===== config.mk =====
export PLATFORM = sky130hd
export DESIGN_NAME = fbpc_host
export DESIGN_NICKNAME = d
export VERILOG_FILES = /design/src/core/fbpc_host.v
export VERILOG_INCLUDE_DIRS = /design/src /design/src/core
export SDC_FILE = /design/constraint.sdc
export NUM_CORES = 1
export LEC_CHECK = 0
export ABC_CLOCK_PERIOD_IN_PS = 3800
export BUFFER_PORTS_ARGS = -buffer_cell sky130_fd_sc_hd__clkbuf_2
export CAP_MARGIN = 20
export CORE_MARGIN = 2
export CORE_UTILIZATION = 52
export CTS_CLUSTER_DIAMETER = 100
export DETAILED_ROUTE_END_ITERATION = 8
export GPL_TIMING_DRIVEN = 0
export PLACE_DENSITY = 0.83
export SETUP_SLACK_MARGIN = 0.1
export SYNTH_ARGS = -nofsm -noshare
export SYNTH_HDL_FRONTEND = slang
export SYNTH_SLANG_ARGS = --single-unit

===== constraint.sdc =====
create_clock -name pclk -period 3.8 [get_ports pclk]
set_clock_uncertainty 0.15 [all_clocks]
set_input_delay 0.76 -clock pclk [delete_from_list [all_inputs] [get_ports pclk]]
set_output_delay 0.76 -clock pclk [all_outputs]
set_load 0.01 [all_outputs]

===== src/core/fbpc_regs.vh =====
// Register map, command codes and sequence addresses of the flash protection controller
`ifndef FBPC_REGS_VH
`define FBPC_REGS_VH
`define FBPC_OFF_CTRL      12'h000
`define FBPC_OFF_ADDR      12'h004
`define FBPC_OFF_DATA      12'h008
`define FBPC_OFF_PWLO      12'h00c
`define FBPC_OFF_PWHI      12'h010
`define FBPC_OFF_STAT      12'h014
`define FBPC_OFF_RDATA     12'h018
`define FBPC_CTRL_GO       0
`define FBPC_CTRL_OP_LSB   4
`define FBPC_CTRL_X16      8
`define FBPC_STAT_BUSY     0
`define FBPC_STAT_PROT     1
`define FBPC_OP_PROG_LOCK  4'h0
`define FBPC_OP_PROG_PW    4'h1
`define FBPC_OP_UNLOCK_PW  4'h2
`define FBPC_OP_PROT_NV    4'h3
`define FBPC_OP_CLR_NV     4'h4
`define FBPC_OP_READ_NV    4'h5
`define FBPC_OP_SET_VOL    4'h6
`define FBPC_OP_CLR_VOL    4'h7
`define FBPC_OP_READ_VOL   4'h8
`define FBPC_OP_READ_LOCK  4'h9
`define FBPC_OP_READ_PW    4'ha
`define FBPC_SET_LOCK      8'h40
`define FBPC_SET_PW        8'h60
`define FBPC_SET_NV        8'hc0
`define FBPC_SET_VOL       8'he0
`define FBPC_CMD_AA        8'haa
`define FBPC_CMD_55        8'h55
`define FBPC_CMD_PROG      8'ha0
`define FBPC_CMD_ERASE     8'h80
`define FBPC_CMD_ERCONF    8'h30
`define FBPC_CMD_EXIT      8'h90
`define FBPC_CMD_UNL1      8'h25
`define FBPC_CMD_UNL2      8'h03
`define FBPC_CMD_UNLEND    8'h29
`define FBPC_ADR_X8_A      24'haaa
`define FBPC_ADR_X8_B      24'h555
`define FBPC_ADR_X16_A     24'h555
`define FBPC_ADR_X16_B     24'h2aa
`define FBPC_T_CYC_NS      50
`define FBPC_CLK_NS        25
`define FBPC_T_CYC_CLK     ((`FBPC_T_CYC_NS + `FBPC_CLK_NS - 1) / `FBPC_CLK_NS)
`endif


===== src/core/fbpc_host.v =====
// Host controller that drives flash block protection command sequences
//
// Design decisions made here: the APB interface to the registers and the register offsets.
`timescale 1ns/1ps
`include "fbpc_regs.vh"
module fbpc_host (
  input  wire        pclk,
  input  wire        presetn,
  input  wire        psel,
  input  wire        penable,
  input  wire        pwrite,
  input  wire [11:0] paddr,
  input  wire [31:0] pwdata,
  output reg  [31:0] prdata,
  output reg         pready,
  output reg         pslverr,
  output reg  [23:0] flash_addr,
  output reg  [15:0] flash_dq_out,
  output reg         flash_dq_oe_n,
  input  wire [15:0] flash_dq_in,
  output reg         flash_ce_n,
  output reg         flash_we_n,
  output reg         flash_oe_n
);
  localparam ST_IDLE = 3'd0;
  localparam ST_SET  = 3'd1;
  localparam ST_WR   = 3'd2;
  localparam ST_RD   = 3'd3;
  localparam ST_NEXT = 3'd4;
  localparam ST_GAP  = 3'd5;
  // Strobe and gap length in clocks, cut to the timer width on use
  localparam integer T_CYC = `FBPC_T_CYC_CLK;

  reg [2:0]  state_reg;
  reg [3:0]  op_reg;
  reg        x16_reg;
  reg [23:0] addr_reg;
  reg [15:0] data_reg;
  reg [63:0] pw_reg;
  reg [31:0] rdata_reg;
  reg        prot_reg;
  reg [4:0]  step_reg;
  reg [3:0]  tmr_reg;
  reg        cyc_rd;
  reg [23:0] cyc_a;
  reg [15:0] cyc_d;
  reg        cyc_last;
  reg [4:0]  n_pw;

  wire       acc = psel & penable;

  // Password chunk count per bus width
  function [4:0] pw_chunks;
    input x16;
    begin
      pw_chunks = x16 ? 5'd4 : 5'd8;
    end
  endfunction

  // Set code that opens the command set of an operation
  function [7:0] set_code;
    input [3:0] op;
    begin
      case (op)
        `FBPC_OP_PROG_LOCK, `FBPC_OP_READ_LOCK: set_code = `FBPC_SET_LOCK;
        `FBPC_OP_PROG_PW, `FBPC_OP_UNLOCK_PW, `FBPC_OP_READ_PW: set_code = `FBPC_SET_PW;
        `FBPC_OP_SET_VOL, `FBPC_OP_CLR_VOL, `FBPC_OP_READ_VOL: set_code = `FBPC_SET_VOL;
        default: set_code = `FBPC_SET_NV;
      endcase
    end
  endfunction

  // Password chunk of a given index, byte or word
  function [15:0] pw_chunk;
    input [63:0] pw;
    input        x16;
    input [2:0]  idx;
    begin
      if (x16)
        pw_chunk = pw[{idx[1:0], 4'h0} +: 16];
      else
        pw_chunk = {8'h00, pw[{idx, 3'h0} +: 8]};
    end
  endfunction

  // Cycle table: three entry cycles, body cycles, then exit pair
  always @* begin
    cyc_rd   = 1'b0;
    cyc_a    = 24'h000000;
    cyc_d    = 16'h0000;
    cyc_last = 1'b0;
    n_pw     = pw_chunks(x16_reg);
    case (step_reg)
      5'd0: begin
        cyc_a = x16_reg ? `FBPC_ADR_X16_A : `FBPC_ADR_X8_A;
        cyc_d = {8'h00, `FBPC_CMD_AA};
      end
      5'd1: begin
        cyc_a = x16_reg ? `FBPC_ADR_X16_B : `FBPC_ADR_X8_B;
        cyc_d = {8'h00, `FBPC_CMD_55};
      end
      5'd2: begin
        cyc_a = x16_reg ? `FBPC_ADR_X16_A : `FBPC_ADR_X8_A;
        cyc_d = {8'h00, set_code(op_reg)};
      end
      default: begin
        case (op_reg)
          `FBPC_OP_PROG_LOCK, `FBPC_OP_PROG_PW: begin
            if (step_reg == 5'd3) begin
              cyc_d = {8'h00, `FBPC_CMD_PROG};
            end else begin
              cyc_a = (op_reg == `FBPC_OP_PROG_PW) ? addr_reg : 24'h000000;
              cyc_d = data_reg;
              cyc_last = 1'b1;
            end
          end
          `FBPC_OP_PROT_NV, `FBPC_OP_SET_VOL, `FBPC_OP_CLR_VOL: begin
            if (step_reg == 5'd3) begin
              cyc_d = {8'h00, `FBPC_CMD_PROG};
            end else begin
              cyc_a = addr_reg;
              cyc_d = (op_reg == `FBPC_OP_CLR_VOL) ? 16'h0001 : 16'h0000;
              cyc_last = 1'b1;
            end
          end
          `FBPC_OP_CLR_NV: begin
            if (step_reg == 5'd3) begin
              cyc_d = {8'h00, `FBPC_CMD_ERASE};
            end else begin
              cyc_d = {8'h00, `FBPC_CMD_ERCONF};
              cyc_last = 1'b1;
            end
          end
          `FBPC_OP_UNLOCK_PW: begin
            if (step_reg == 5'd3) begin
              cyc_d = {8'h00, `FBPC_CMD_UNL1};
            end else if (step_reg == 5'd4) begin
              cyc_d = {8'h00, `FBPC_CMD_UNL2};
            end else if (step_reg < 5'd5 + n_pw) begin
              cyc_a = {21'h000000, step_reg[2:0] - 3'd5};
              cyc_d = pw_chunk(pw_reg, x16_reg, step_reg[2:0] - 3'd5);
            end else begin
              cyc_d = {8'h00, `FBPC_CMD_UNLEND};
              cyc_last = 1'b1;
            end
          end
          `FBPC_OP_READ_PW: begin
            cyc_rd = 1'b1;
            cyc_a = addr_reg;
            cyc_last = 1'b1;
          end
          default: begin
            cyc_rd = 1'b1;
            cyc_a = addr_reg;
            cyc_last = 1'b1;
          end
        endcase
      end
    endcase
  end

  always @(posedge pclk or negedge presetn) begin
    if (!presetn) begin
      state_reg     <= ST_IDLE;
      op_reg        <= 4'h0;
      x16_reg       <= 1'b0;
      addr_reg      <= 24'h000000;
      data_reg      <= 16'h0000;
      pw_reg        <= 64'h0000000000000000;
      rdata_reg     <= 32'h00000000;
      prot_reg      <= 1'b0;
      step_reg      <= 5'd0;
      tmr_reg       <= 4'h0;
      prdata        <= 32'h00000000;
      pready        <= 1'b0;
      pslverr       <= 1'b0;
      flash_addr    <= 24'h000000;
      flash_dq_out  <= 16'h0000;
      flash_dq_oe_n <= 1'b1;
      flash_ce_n    <= 1'b1;
      flash_we_n    <= 1'b1;
      flash_oe_n    <= 1'b1;
    end else begin
      pready  <= 1'b0;
      pslverr <= 1'b0;
      if (psel && !penable) begin
        pready <= 1'b1;
        prdata <= 32'h00000000;
        case (paddr)
          `FBPC_OFF_STAT:  prdata <= {30'h0, prot_reg, state_reg != ST_IDLE};
          `FBPC_OFF_RDATA: prdata <= rdata_reg;
          `FBPC_OFF_ADDR:  prdata <= {8'h00, addr_reg};
          `FBPC_OFF_DATA:  prdata <= {16'h0000, data_reg};
          `FBPC_OFF_CTRL:  prdata <= {23'h0, x16_reg, op_reg, 4'h0};
          `FBPC_OFF_PWLO, `FBPC_OFF_PWHI: prdata <= 32'h00000000;
          default:         pslverr <= 1'b1;
        endcase
      end
      // Writes land at the access edge, where the master sees pready high
      if (acc && pready && pwrite && state_reg == ST_IDLE) begin
        case (paddr)
          `FBPC_OFF_ADDR: addr_reg <= pwdata[23:0];
          `FBPC_OFF_DATA: data_reg <= pwdata[15:0];
          `FBPC_OFF_PWLO: pw_reg[31:0] <= pwdata;
          `FBPC_OFF_PWHI: pw_reg[63:32] <= pwdata;
          `FBPC_OFF_CTRL: begin
            op_reg   <= pwdata[`FBPC_CTRL_OP_LSB +: 4];
            x16_reg  <= pwdata[`FBPC_CTRL_X16];
            if (pwdata[`FBPC_CTRL_GO]) begin
              step_reg  <= 5'd0;
              state_reg <= ST_SET;
            end
          end
          default: ;
        endcase
      end
      case (state_reg)
        ST_IDLE: ;
        ST_SET: begin
          flash_addr    <= cyc_a;
          flash_dq_out  <= cyc_d;
          flash_ce_n    <= 1'b0;
          flash_dq_oe_n <= cyc_rd;
          flash_we_n    <= cyc_rd;
          flash_oe_n    <= ~cyc_rd;
          tmr_reg       <= T_CYC[3:0];
          state_reg     <= cyc_rd ? ST_RD : ST_WR;
        end
        ST_WR, ST_RD: begin
          if (tmr_reg > 4'h1) begin
            tmr_reg <= tmr_reg - 4'h1;
          end else begin
            if (state_reg == ST_RD) begin
              rdata_reg <= {16'h0000, flash_dq_in};
              prot_reg  <= ~flash_dq_in[0];
            end
            flash_we_n    <= 1'b1;
            flash_oe_n    <= 1'b1;
            flash_ce_n    <= 1'b1;
            flash_dq_oe_n <= 1'b1;
            state_reg     <= ST_NEXT;
          end
        end
        ST_NEXT: begin
          tmr_reg <= T_CYC[3:0];
          if (step_reg[4]) begin
            state_reg <= (step_reg[0]) ? ST_IDLE : ST_GAP;
          end else if (cyc_last) begin
            step_reg  <= 5'd16;
            state_reg <= ST_GAP;
          end else begin
            step_reg  <= step_reg + 5'd1;
            state_reg <= ST_GAP;
          end
        end
        ST_GAP: begin
          if (tmr_reg > 4'h1) begin
            tmr_reg <= tmr_reg - 4'h1;
          end else begin
            flash_addr    <= 24'h000000;
            flash_dq_out  <= step_reg[4] ? (step_reg[0] ? 16'h0000 : {8'h00, `FBPC_CMD_EXIT})
                                         : cyc_d;
            flash_ce_n    <= 1'b0;
            if (step_reg[4]) begin
              flash_dq_oe_n <= 1'b0;
              flash_we_n    <= 1'b0;
              tmr_reg       <= T_CYC[3:0];
              state_reg     <= ST_WR;
            end else begin
              flash_ce_n <= 1'b1;
              state_reg  <= ST_SET;
            end
          end
        end
        default: state_reg <= ST_IDLE;
      endcase
      if (state_reg == ST_NEXT && step_reg[4] && !step_reg[0])
        step_reg <= 5'd17;
    end
  end
endmodule


==> results of run 1 <==
==> kinds of logic (layout without fill, tap and decap cells) <==
kind of cell	count (synthesis)	in the layout	synth area share, %
other cells	1	8	0.03653
xor+xnor	3	3	0.2560
compound gates	200	200	13.10
mux	174	174	22.43
buf+inv	82	256	3.705
fa+ha+maj	12	12	1.463
flops	207	207	50.50
simple gates	170	170	8.508
==> through the flow <==
step	utilization [%]	setup WS [ns]	std cells	power, uW	instance area (um^2)
final	62.44	0.2971	1295	4483	12110
after global routing	62.44	0.1341	1295	4606	12110
after global placement	58.17	-2.054	1253	2422	11280
after detailed placement	58.53	-0.9811	1255	2434	11350
after CTS	62.33	0.1096	1295	4509	12090
after floorplan	-	0.1770	856	2314	10290
==> what timing repair did <==
item,in CTS,in global routing
resized for setup,8,7
hold endpoints to repair,11,0
endpoints found under the setup margin,34,25
hold buffers,1,0
==> path summary, 6_finish.rpt <==
path | start | to | slack (ns) | cells past startpoint
max | step_reg[0] | flash_dq_out[13] | 0.30 | 11
min | flash_dq_in[0] | prot_reg | 0.31 | 2
max reg2reg | step_reg[0] | flash_dq_out[13] | 0.30 | 11
min reg2reg | flash_addr[5] | flash_addr[5] | 0.33 | 2
max in group asynchronous | presetn | pw_reg[4] | 1.78 | 4
min in group asynchronous | presetn | rdata_reg[5] | 0.57 | 2
==> power groups by stage <==
stage | sequential [uW] | combinational [uW] | clock (uW)
finish | 2220 | 170 | 2090
floorplan | 2260 | 50.5 | 0
global route | 2220 | 189 | 2190
global placement | 2270 | 156 | 0
detailed placement | 2260 | 169 | 0
CTS | 2220 | 171 | 2110
==> metal layers <==
layer / routed length [um] / part of all wire, % / global-route usage [%]
met5: 0 / 0 / 0
met4: 864 / 3.0 / 9.147
met3: 2367 / 8.1 / 5.464
met2: 14470 / 49 / 47.42
met1: 11580 / 40 / 37.59
==> area by class of cell <==
class	instances	area, um^2	share of cell area, %
flip-flops and latches	207	5184	42.80
multi-input cells	567	4762	39.31
repair buffers	135	734.5	6.063
clock buffers	28	593.1	4.896
plain buffers	66	344.1	2.841
well taps	265	331.6	2.737
clock inverters	12	107.6	0.8883
inverters	15	56.30	0.4648
==> placed cells by master, fill, tap and decap left out, types with 4 or more instances in the layout <==
master and n:
conb_1 8, nand4_1 4, buf_4 10, nand2_1 60
and2_1 4, o211ai_1 7, buf_6 5, o22ai_1 6
nand2b_1 5, clkbuf_16 22, mux4_2 32, clkinv_2 6
or3_1 6, buf_2 10, clkbuf_1 40, a222oi_1 4
mux2i_1 14, clkbuf_2 132, nand3_1 15, ha_1 11
a22o_1 22, o21ai_0 57, inv_1 15, a21oi_1 30
and3_1 4, a32oi_1 4, dfrtp_1 204, or2_2 5
nor3_1 13, a21o_1 6, nor2_1 31, mux2_2 127
a211oi_1 5, a22oi_1 31
==> impl_metrics.tcl, run 1 <==
set metrics [dict create \
    drtIter0Drc 761 \
    die_area_mm2 0.02088 \
    maxSlewViolCount 0 \
    grt_pass1_wl_um 44390 \
    routabilityCongestion 0.9329 \
    synth_top_cell_area_share_pct 49.73 \
    cts_setup_buffers 0 \
    ys_top_cells_by_count "dfrtp_1 (204), mux2_2 (127), nand2_1 (60)" \
    worst_path_max_delay_cell "ha_4" \
    syn_area_per_cell_um2 12.09 \
    end_kind "flip-flop" \
    cp.arrival_ns 3.72 \
    cp.required_ns 4.02 \
    die_h_um 144.5 \
    num_vias 8094 \
    io_buffers 132 \
    wirelength_um 29280 \
    timing.final.crit_share_pct 92.18 \
    largest_reg_flops 64 \
    path_clk_slew_ns 0.06 \
    p_comb_share_pct 3.8 \
    viasPerCell 6.250 \
    htree_levels 1 \
    io_pins 143 \
    power_density_mw_per_mm2 370.1 \
    cts_buffers 22 \
    switching_share_pct 22.90 \
    grt-ovfl-total 0 \
    syn_area_mm2 0.01026 \
    root_buffer "clkbuf_16" \
    chipWidth_um 144.5 \
    status "completed" \
    synth.area.top_cells "dfrtp_1 (50%), mux2_2 (14%), mux4_2 (7.0%), o21ai_0 (2.8%), a22oi_1 (2.3%)" \
    seqPwrFrac_pct 49.6 \
    initial_utilization_pct 52.92 \
    worstSetupPathType "flip-flop to flip-flop" \
    leakagePower_uw 0.005721 \
    hold_slack_ns 0.3087 \
    synth_top_area_cell "dfrtp_1" \
    power_frac_clock_pct 46.6 \
    syn2layout_area_growth_pct 18.00 \
    worstPathCellList "clkbuf_2 > buf_6 > clkbuf_4 > inv_1 > ha_4 > buf_6 > clkbuf_4 > buf_4 > mux4_2 > a22oi_1 > o21ai_0" \
    hold_viol_final 0 \
    p_switching_uw 1027 \
    yosysUniqueCellTypes 69 \
    worst-path-buf-inv 7 \
    ys_seq_area_share_pct 50.50 \
    fmax_ghz 0.2855 \
    synth_flop_cell "dfrtp_1" \
    postRouteAntennaNets 0 \
    layout-drive-gt1-share_pct 36.50 \
    firstDrtPassIters 7 \
    cpLargestDelayFamily "buffers and inverters" \
    synth-seq-cells 207 \
    antenna_found_initial 0 \
    cts_buffer_depth 3 \
    path_max_fanout 10 \
    diodes 0 \
    fin_nets 1091 \
    insertion_delay_ns 0.52 \
    finalCriticalPeriod_ns 3.503 \
    grt_pass1_vias 7889 \
    grt_setup_unrepaired "no" \
    peakVddDrop_v 0.0003290 \
    synth_edf_count 0 \
    hold_path_class "input pin to flip-flop" \
    synthCells 849 \
    numClockSinks 207 \
    async_reset_ff_share_pct 100.0 \
    fill_cells 1529 \
    rows 51 \
    grt_max_degree 96 \
    drcViolationCount 0 \
    core_mm2 0.01940 \
    grtUsageTotal_pct 28.35 \
    intPower_uw 3456 \
    cp_slowest_stage_delay_ns 0.41 \
    yosysMostFrequentCell "dfrtp_1" \
    routedWlPerCell_um 22.61 \
    hpwlAfterDp_um 21160 \
    worst_slew_pin_slew_ns 1.053 \
    setup_viol 0 \
    maxCapViolCount 0 \
    max-slew-margin-rel_pct 29.26 \
    fin_setup_tns_ns 0 \
    startpoint_type "flip-flop" \
    synth_warnings 0 \
    cts_tree "yes" \
]
(Power assumes the default switching activity.)
==> inputs of run 2 (changes only) <==
--- a/config.mk
+++ b/config.mk
@@ -9,11 +9,11 @@
 export ABC_CLOCK_PERIOD_IN_PS = 3800
 export BUFFER_PORTS_ARGS = -buffer_cell sky130_fd_sc_hd__clkbuf_2
 export CAP_MARGIN = 20
+export CORE_ASPECT_RATIO = 0.5
 export CORE_MARGIN = 2
 export CORE_UTILIZATION = 52
 export CTS_CLUSTER_DIAMETER = 100
 export DETAILED_ROUTE_END_ITERATION = 8
-export GPL_TIMING_DRIVEN = 0
 export PLACE_DENSITY = 0.83
 export SETUP_SLACK_MARGIN = 0.1
 export SYNTH_ARGS = -nofsm -noshare
==> run 2 against run 1 <==
Net effect: critical path depth is 3 lower; critical path type unchanged; via count is 2.8% lower; non-clock buffer count is 41 lower; first-iteration DRC count is 2.0% lower; count of clock-buffer cells in the layout is 5 higher; sequential share of layout area is 1.0 points higher; cell count is 3.4% lower; fmax is 13% higher; global-route usage is 1.4 points lower.
==> impl_metrics.tcl, run 2 (synthesis results as in run 1) <==
set metrics [dict create \
    hold_path_class "input pin to async pin" \
    final_area_mm2 0.01183 \
    root_buffer "clkbuf_16" \
    initial_utilization_pct 52.87 \
    finalCriticalPeriod_ns 3.098 \
    total_power_uw 4340 \
    final_cell_mix "dfrtp_1 (203), clkbuf_2 (133), mux2_2 (127), nand2_1 (60), o21ai_0 (58)" \
    cts_hold_buffers 0 \
    worst_slew_pin_slew_ns 0.8930 \
    routedWlPerCell_um 22.32 \
    r2r-start "step_reg[1]" \
    viasPerCell 6.290 \
    layout-drive-gt1-share_pct 36.85 \
    fin_nets 1048 \
    diodes 0 \
    io_buffers 134 \
    cts_buffers 20 \
    cts_tree "yes" \
    chipWidth_um 202.7 \
    io_pins 143 \
    setup_viol 0 \
    grt_pass1_wl_um 43750 \
    die_area_mm2 0.02095 \
    fill_cells 1470 \
    leakagePower_uw 0.005631 \
    ctsResizeCount 0 \
    rrSetupSlack_ns 0.70 \
    maxCapViolCount 0 \
    multi_input_area_mm2 0.004727 \
    grt_pass1_vias 7801 \
    cp-startpoint "step_reg[1]" \
    seq_area_mm2 0.005185 \
    maxSlewViolCount 0 \
    path_clk_slew_ns 0.06 \
    rows 36 \
    path_max_fanout 11 \
    antenna_found_initial 1 \
    peakVddDrop_v 0.0003401 \
    num_vias 7869 \
    insertion_delay_ns 0.51 \
    largest_reg_flops 64 \
    power_density_mw_per_mm2 366.9 \
    timing.final.crit_share_pct 81.53 \
    hold_viol_final 0 \
    grt-ovfl-total 0 \
    reg2reg_depth 8 \
    grt_setup_unrepaired "no" \
    max-slew-margin-rel_pct 40.43 \
    timing.rr.end "flash_dq_out[4]" \
    fmax_ghz 0.3228 \
    firstDrtPassIters 5 \
    routabilityCongestion 0.8943 \
    hpwlAfterDp_um 19900 \
    topRoutingLayerUsed "met4" \
    cts_buffer_depth 3 \
    wirelength_um 27930 \
    end_kind "flip-flop" \
    met3_length_um 2096 \
    drcViolationCount 0 \
    numClockSinks 207 \
    core_mm2 0.01941 \
    fin_setup_tns_ns 0 \
    cp.arrival_ns 3.32 \
    status "completed" \
    drtIter0Drc 746 \
    final_common_cell "dfrtp_1" \
    htree_levels 1 \
    startpoint_type "flip-flop" \
    grt_max_degree 92 \
    cts_setup_buffers 0 \
    route.met2.wl_um 13100 \
    cp.required_ns 4.02 \
    place_area_mm2 0.01119 \
    worstSetupPathType "flip-flop to flip-flop" \
    postRouteAntennaNets 0 \
    die_h_um 103.4 \
    syn2layout_area_growth_pct 15.24 \
    met1_length_um 11870 \
    grtUsageTotal_pct 26.93 \
]
## run 2: cell types whose count changed in the layout (fill, tap and decap cells not counted), sizes merged
cell | previous run | this run
dlygate4sd3 | 1 | 0
buf | 29 | 26
clkbuf | 199 | 167
clkinv | 8 | 2
clkinvlp | 3 | 0
## run 2: critical path, stage by stage (launching register included)
cell     delay (ns)
dfrtp_1        0.45
inv_1          0.11
ha_1           0.71
buf_4          0.31
mux4_2         0.52
mux2i_1        0.16
o21ai_0        0.22
a21oi_1        0.25
o31ai_1        0.09
## run 2: where the power goes
| group | total, uW | internal [uW] | leakage, uW | switching (uW) |
|---|---|---|---|---|
| Clock | 1960 | 1130 | 0.000311 | 827 |
| Sequential | 2230 | 2220 | 0.00283 | 8.78 |
| Combinational | 158 | 46.7 | 0.00249 | 111 |
## run 2: area by class of cell
| type | instances | share of cell area (%) |
|---|---|---|
| Clock buffer | 33 | 4.982 |
| Clock inverter | 3 | 0.4337 |
| Inverter | 15 | 0.4760 |
| Multi-Input combinational cell | 567 | 39.96 |
| Sequential cell | 207 | 43.83 |
| Tap cell | 266 | 2.814 |
| Timing Repair Buffer | 160 | 7.500 |
## run 2: per-layer routing
| metal | up-vias | global-route usage [%] |
|---|---|---|
| li1 | 3412 | - |
| met1 | 4029 | 36.58 |
| met2 | 357 | 44.10 |
| met3 | 71 | 5.482 |
| met4 | 0 | 9.489 |
| met5 | - | 0 |
## run 2: how the worst max path moves through the flow
stage,cells after the start,slack (ns),endpoint
floorplan,12,0.18,flash_dq_out[14]
finish,8,0.70,flash_dq_out[4]
global placement,6,0.48,pw_reg[14]
detailed placement,6,0.44,pw_reg[0]
CTS,8,0.74,flash_dq_out[6]
global route,8,0.53,flash_dq_out[4]
## run 2: through the flow
stage / hold slack, ns / utilization [%] / setup slack (ns) / cells
2_1_floorplan: 0.3144 / - / 0.1770 / 856
3_3_place_gp: 0.3175 / 57.63 / 0.4829 / 1215
3_5_place_dp: 0.3231 / 57.63 / 0.4438 / 1215
4_1_cts: 0.1853 / 60.93 / 0.7396 / 1251
5_1_grt: 0.2221 / 60.93 / 0.5267 / 1251
6_report: 0.1517 / 60.93 / 0.7018 / 1251
==> inputs of run 3 (changes only) <==
--- a/config.mk
+++ b/config.mk
@@ -6,7 +6,7 @@
 export SDC_FILE = /design/constraint.sdc
 export NUM_CORES = 1
 export LEC_CHECK = 0
-export ABC_CLOCK_PERIOD_IN_PS = 3800
+export ABC_CLOCK_PERIOD_IN_PS = 2500
 export BUFFER_PORTS_ARGS = -buffer_cell sky130_fd_sc_hd__clkbuf_2
 export CAP_MARGIN = 20
 export CORE_ASPECT_RATIO = 0.5
==> constraint.sdc (replaced) <==
create_clock -name pclk -period 2.5 [get_ports pclk]
set_clock_uncertainty 0.15 [all_clocks]
set_input_delay 0.5 -clock pclk [delete_from_list [all_inputs] [get_ports pclk]]
set_output_delay 0.5 -clock pclk [all_outputs]
set_load 0.01 [all_outputs]
==> run 3 against run 2 <==
Net effect: largest power group unchanged; utilization grew 4.7 points; sequential power up 52%; setup slack worse by 0.68 ns; non-clock buffer count rose by 49; count of clock-buffer cells in the layout fell by 10; critical path depth is the same; fmax rose by 25%; sequential cell count did not move; power increased by 56%; worst hold slack worse by 0.12 ns; clock power increased by 59%.
==> impl_metrics.tcl, run 3 (synthesis results as in run 1) <==
set metrics [dict create \
    fin_nets 1097 \
    grt-ovfl-total 0 \
    worstSetupPathType "flip-flop to flip-flop" \
    routedWlPerCell_um 23.92 \
    grt_pass1_wl_um 45560 \
    insertion_delay_ns 0.52 \
    worst_slew_pin_slew_ns 0.6185 \
    end_kind "flip-flop" \
    initial_utilization_pct 52.87 \
    cts_buffers 20 \
    cts_buffer_depth 3 \
    grt_setup_unrepaired "yes" \
    final_common_cell "dfrtp_1" \
    worst-path-buf-inv 2 \
    numClockSinks 207 \
    wirelength_um 31080 \
    hold_path_class "input pin to flip-flop" \
    finalCriticalPeriod_ns 2.478 \
    drtIter0Drc 789 \
    worst-path-stages 8 \
    endpoint "flash_dq_out[5]" \
    firstDrtPassIters 5 \
    rrSetupSlack_ns 0.02 \
    antenna_found_initial 1 \
    timing.rr.end "flash_dq_out[5]" \
    setup_viol 0 \
    largest_reg_flops 64 \
    io_pins 143 \
    worst_path_max_delay_cell "mux4_2" \
    maxCapViolCount 0 \
    peakVddDrop_v 0.0004304 \
    hpwlAfterDp_um 20700 \
    fill_cells 1349 \
    layout-drive-gt1-share_pct 43.45 \
    fmax_ghz 0.4035 \
    worstPathCellList "inv_8 > ha_4 > buf_4 > mux4_2 > mux2_4 > nor3_2 > o311a_1 > o21ai_0" \
    syn2layout_area_growth_pct 24.21 \
    total_power_uw 6751 \
    cp-startpoint "step_reg[0]" \
    final_cell_mix "dfrtp_1 (202), clkbuf_2 (133), mux2_2 (102), nand2_1 (58), buf_4 (52)" \
    hold_slack_ns 0.03155 \
    cpLargestDelayFamily "multiplexers" \
    timing.final.crit_share_pct 99.14 \
    cp_slowest_stage_delay_ns 0.55 \
    htree_levels 1 \
    io_buffers 134 \
    maxSlewViolCount 0 \
    grtUsageTotal_pct 28.23 \
    rows 36 \
    cp.required_ns 2.73 \
    grt_pass1_vias 8053 \
    startpoint_type "flip-flop" \
    grt_max_degree 59 \
    routabilityCongestion 0.9040 \
    drcViolationCount 0 \
    die_area_mm2 0.02095 \
    postRouteAntennaNets 0 \
    max-slew-margin-rel_pct 58.23 \
    power_density_mw_per_mm2 529.5 \
    chipWidth_um 202.7 \
    root_buffer "clkbuf_16" \
    path_clk_slew_ns 0.06 \
    cts_tree "yes" \
    viasPerCell 6.368 \
    hold_viol_final 0 \
    status "completed" \
    die_h_um 103.4 \
    final_util_pct 65.67 \
    core_mm2 0.01941 \
    num_vias 8272 \
    r2r-start "step_reg[0]" \
    leakagePower_uw 0.006054 \
    reg2reg_depth 8 \
    path_max_fanout 7 \
    cp.arrival_ns 2.71 \
]
## run 3: cell count changes in the layout (fill, tap and decap cells not counted), sizes merged
| cell | change |
|---|---|
| buf | +45 |
| bufinv | +1 |
| clkbuf | -7 |
| clkinv | +4 |
| clkinvlp | +1 |
| diode | +2 |
| dlygate4sd3 | +1 |
| inv | +1 |
## run 3: worst min-delay path by stage
| stage | slack, ns | depth (start not counted) | endpoint | startpoint |
|---|---|---|---|---|
| floorplan | 0.05 | 0 | addr_reg[0] | presetn |
| global placement | 0.32 | 2 | flash_addr[5] | flash_addr[5] |
| detailed placement | 0.33 | 2 | flash_dq_out[13] | flash_dq_out[13] |
| CTS | 0.02 | 2 | prot_reg | flash_dq_in[0] |
| global route | 0.03 | 2 | prot_reg | flash_dq_in[0] |
| finish | 0.03 | 2 | prot_reg | flash_dq_in[0] |
## run 3: cell type report
class	instances	area, um^2	share of cell area, %
inverter	15	63.81	0.5005
clock buffer	23	531.8	4.171
clock inverter	10	133.9	1.050
antenna	2	5.005	0.03925
multi-input combinational	567	4974	39.01
timing repair buffer	209	1523	11.94
tap	266	332.8	2.610
sequential	207	5186	40.68
## run 3: layer usage
layer / GRT usage, % / share of wire (%) / vias to the layer above
li1: - / - / 3510
met2: 46.73 / 47 / 467
met1: 38.35 / 42 / 4200
met4: 8.871 / 3.3 / 2
met3: 5.639 / 8.6 / 93
met5: 0 / 0.042 / -
## run 3: where the power goes
part	total, uW	internal [uW]	leakage (uW)	switching, uW
Sequential	3380	3370	0.00282	12.5
Combinational	258	83.3	0.00290	175
Clock	3110	1750	0.000327	1360
## run 3: metrics by stage
stage                     cells  instance area (um^2)  setup TNS (ns)  setup slack [ns]
after global routing       1297                 12740        -0.05009          -0.04118
after floorplan             856                 10490          -21.73           -0.3148
after detailed placement   1250                 11670          -28.73           -0.3711
after global placement     1250                 11670          -26.59           -0.3386
final                      1299                 12750               0           0.02151
after CTS                  1290                 12460               0           0.07713
## run 3: timing repair
action / CTS / global route
gates cloned: 1 / 4
endpoints found under the hold margin: 52 / 0
buffers inserted: 5 / 3
setup endpoints to repair: 16 / 91
resized for setup: 12 / 50
pin swaps: 3 / 9
hold buffers: 1 / 0
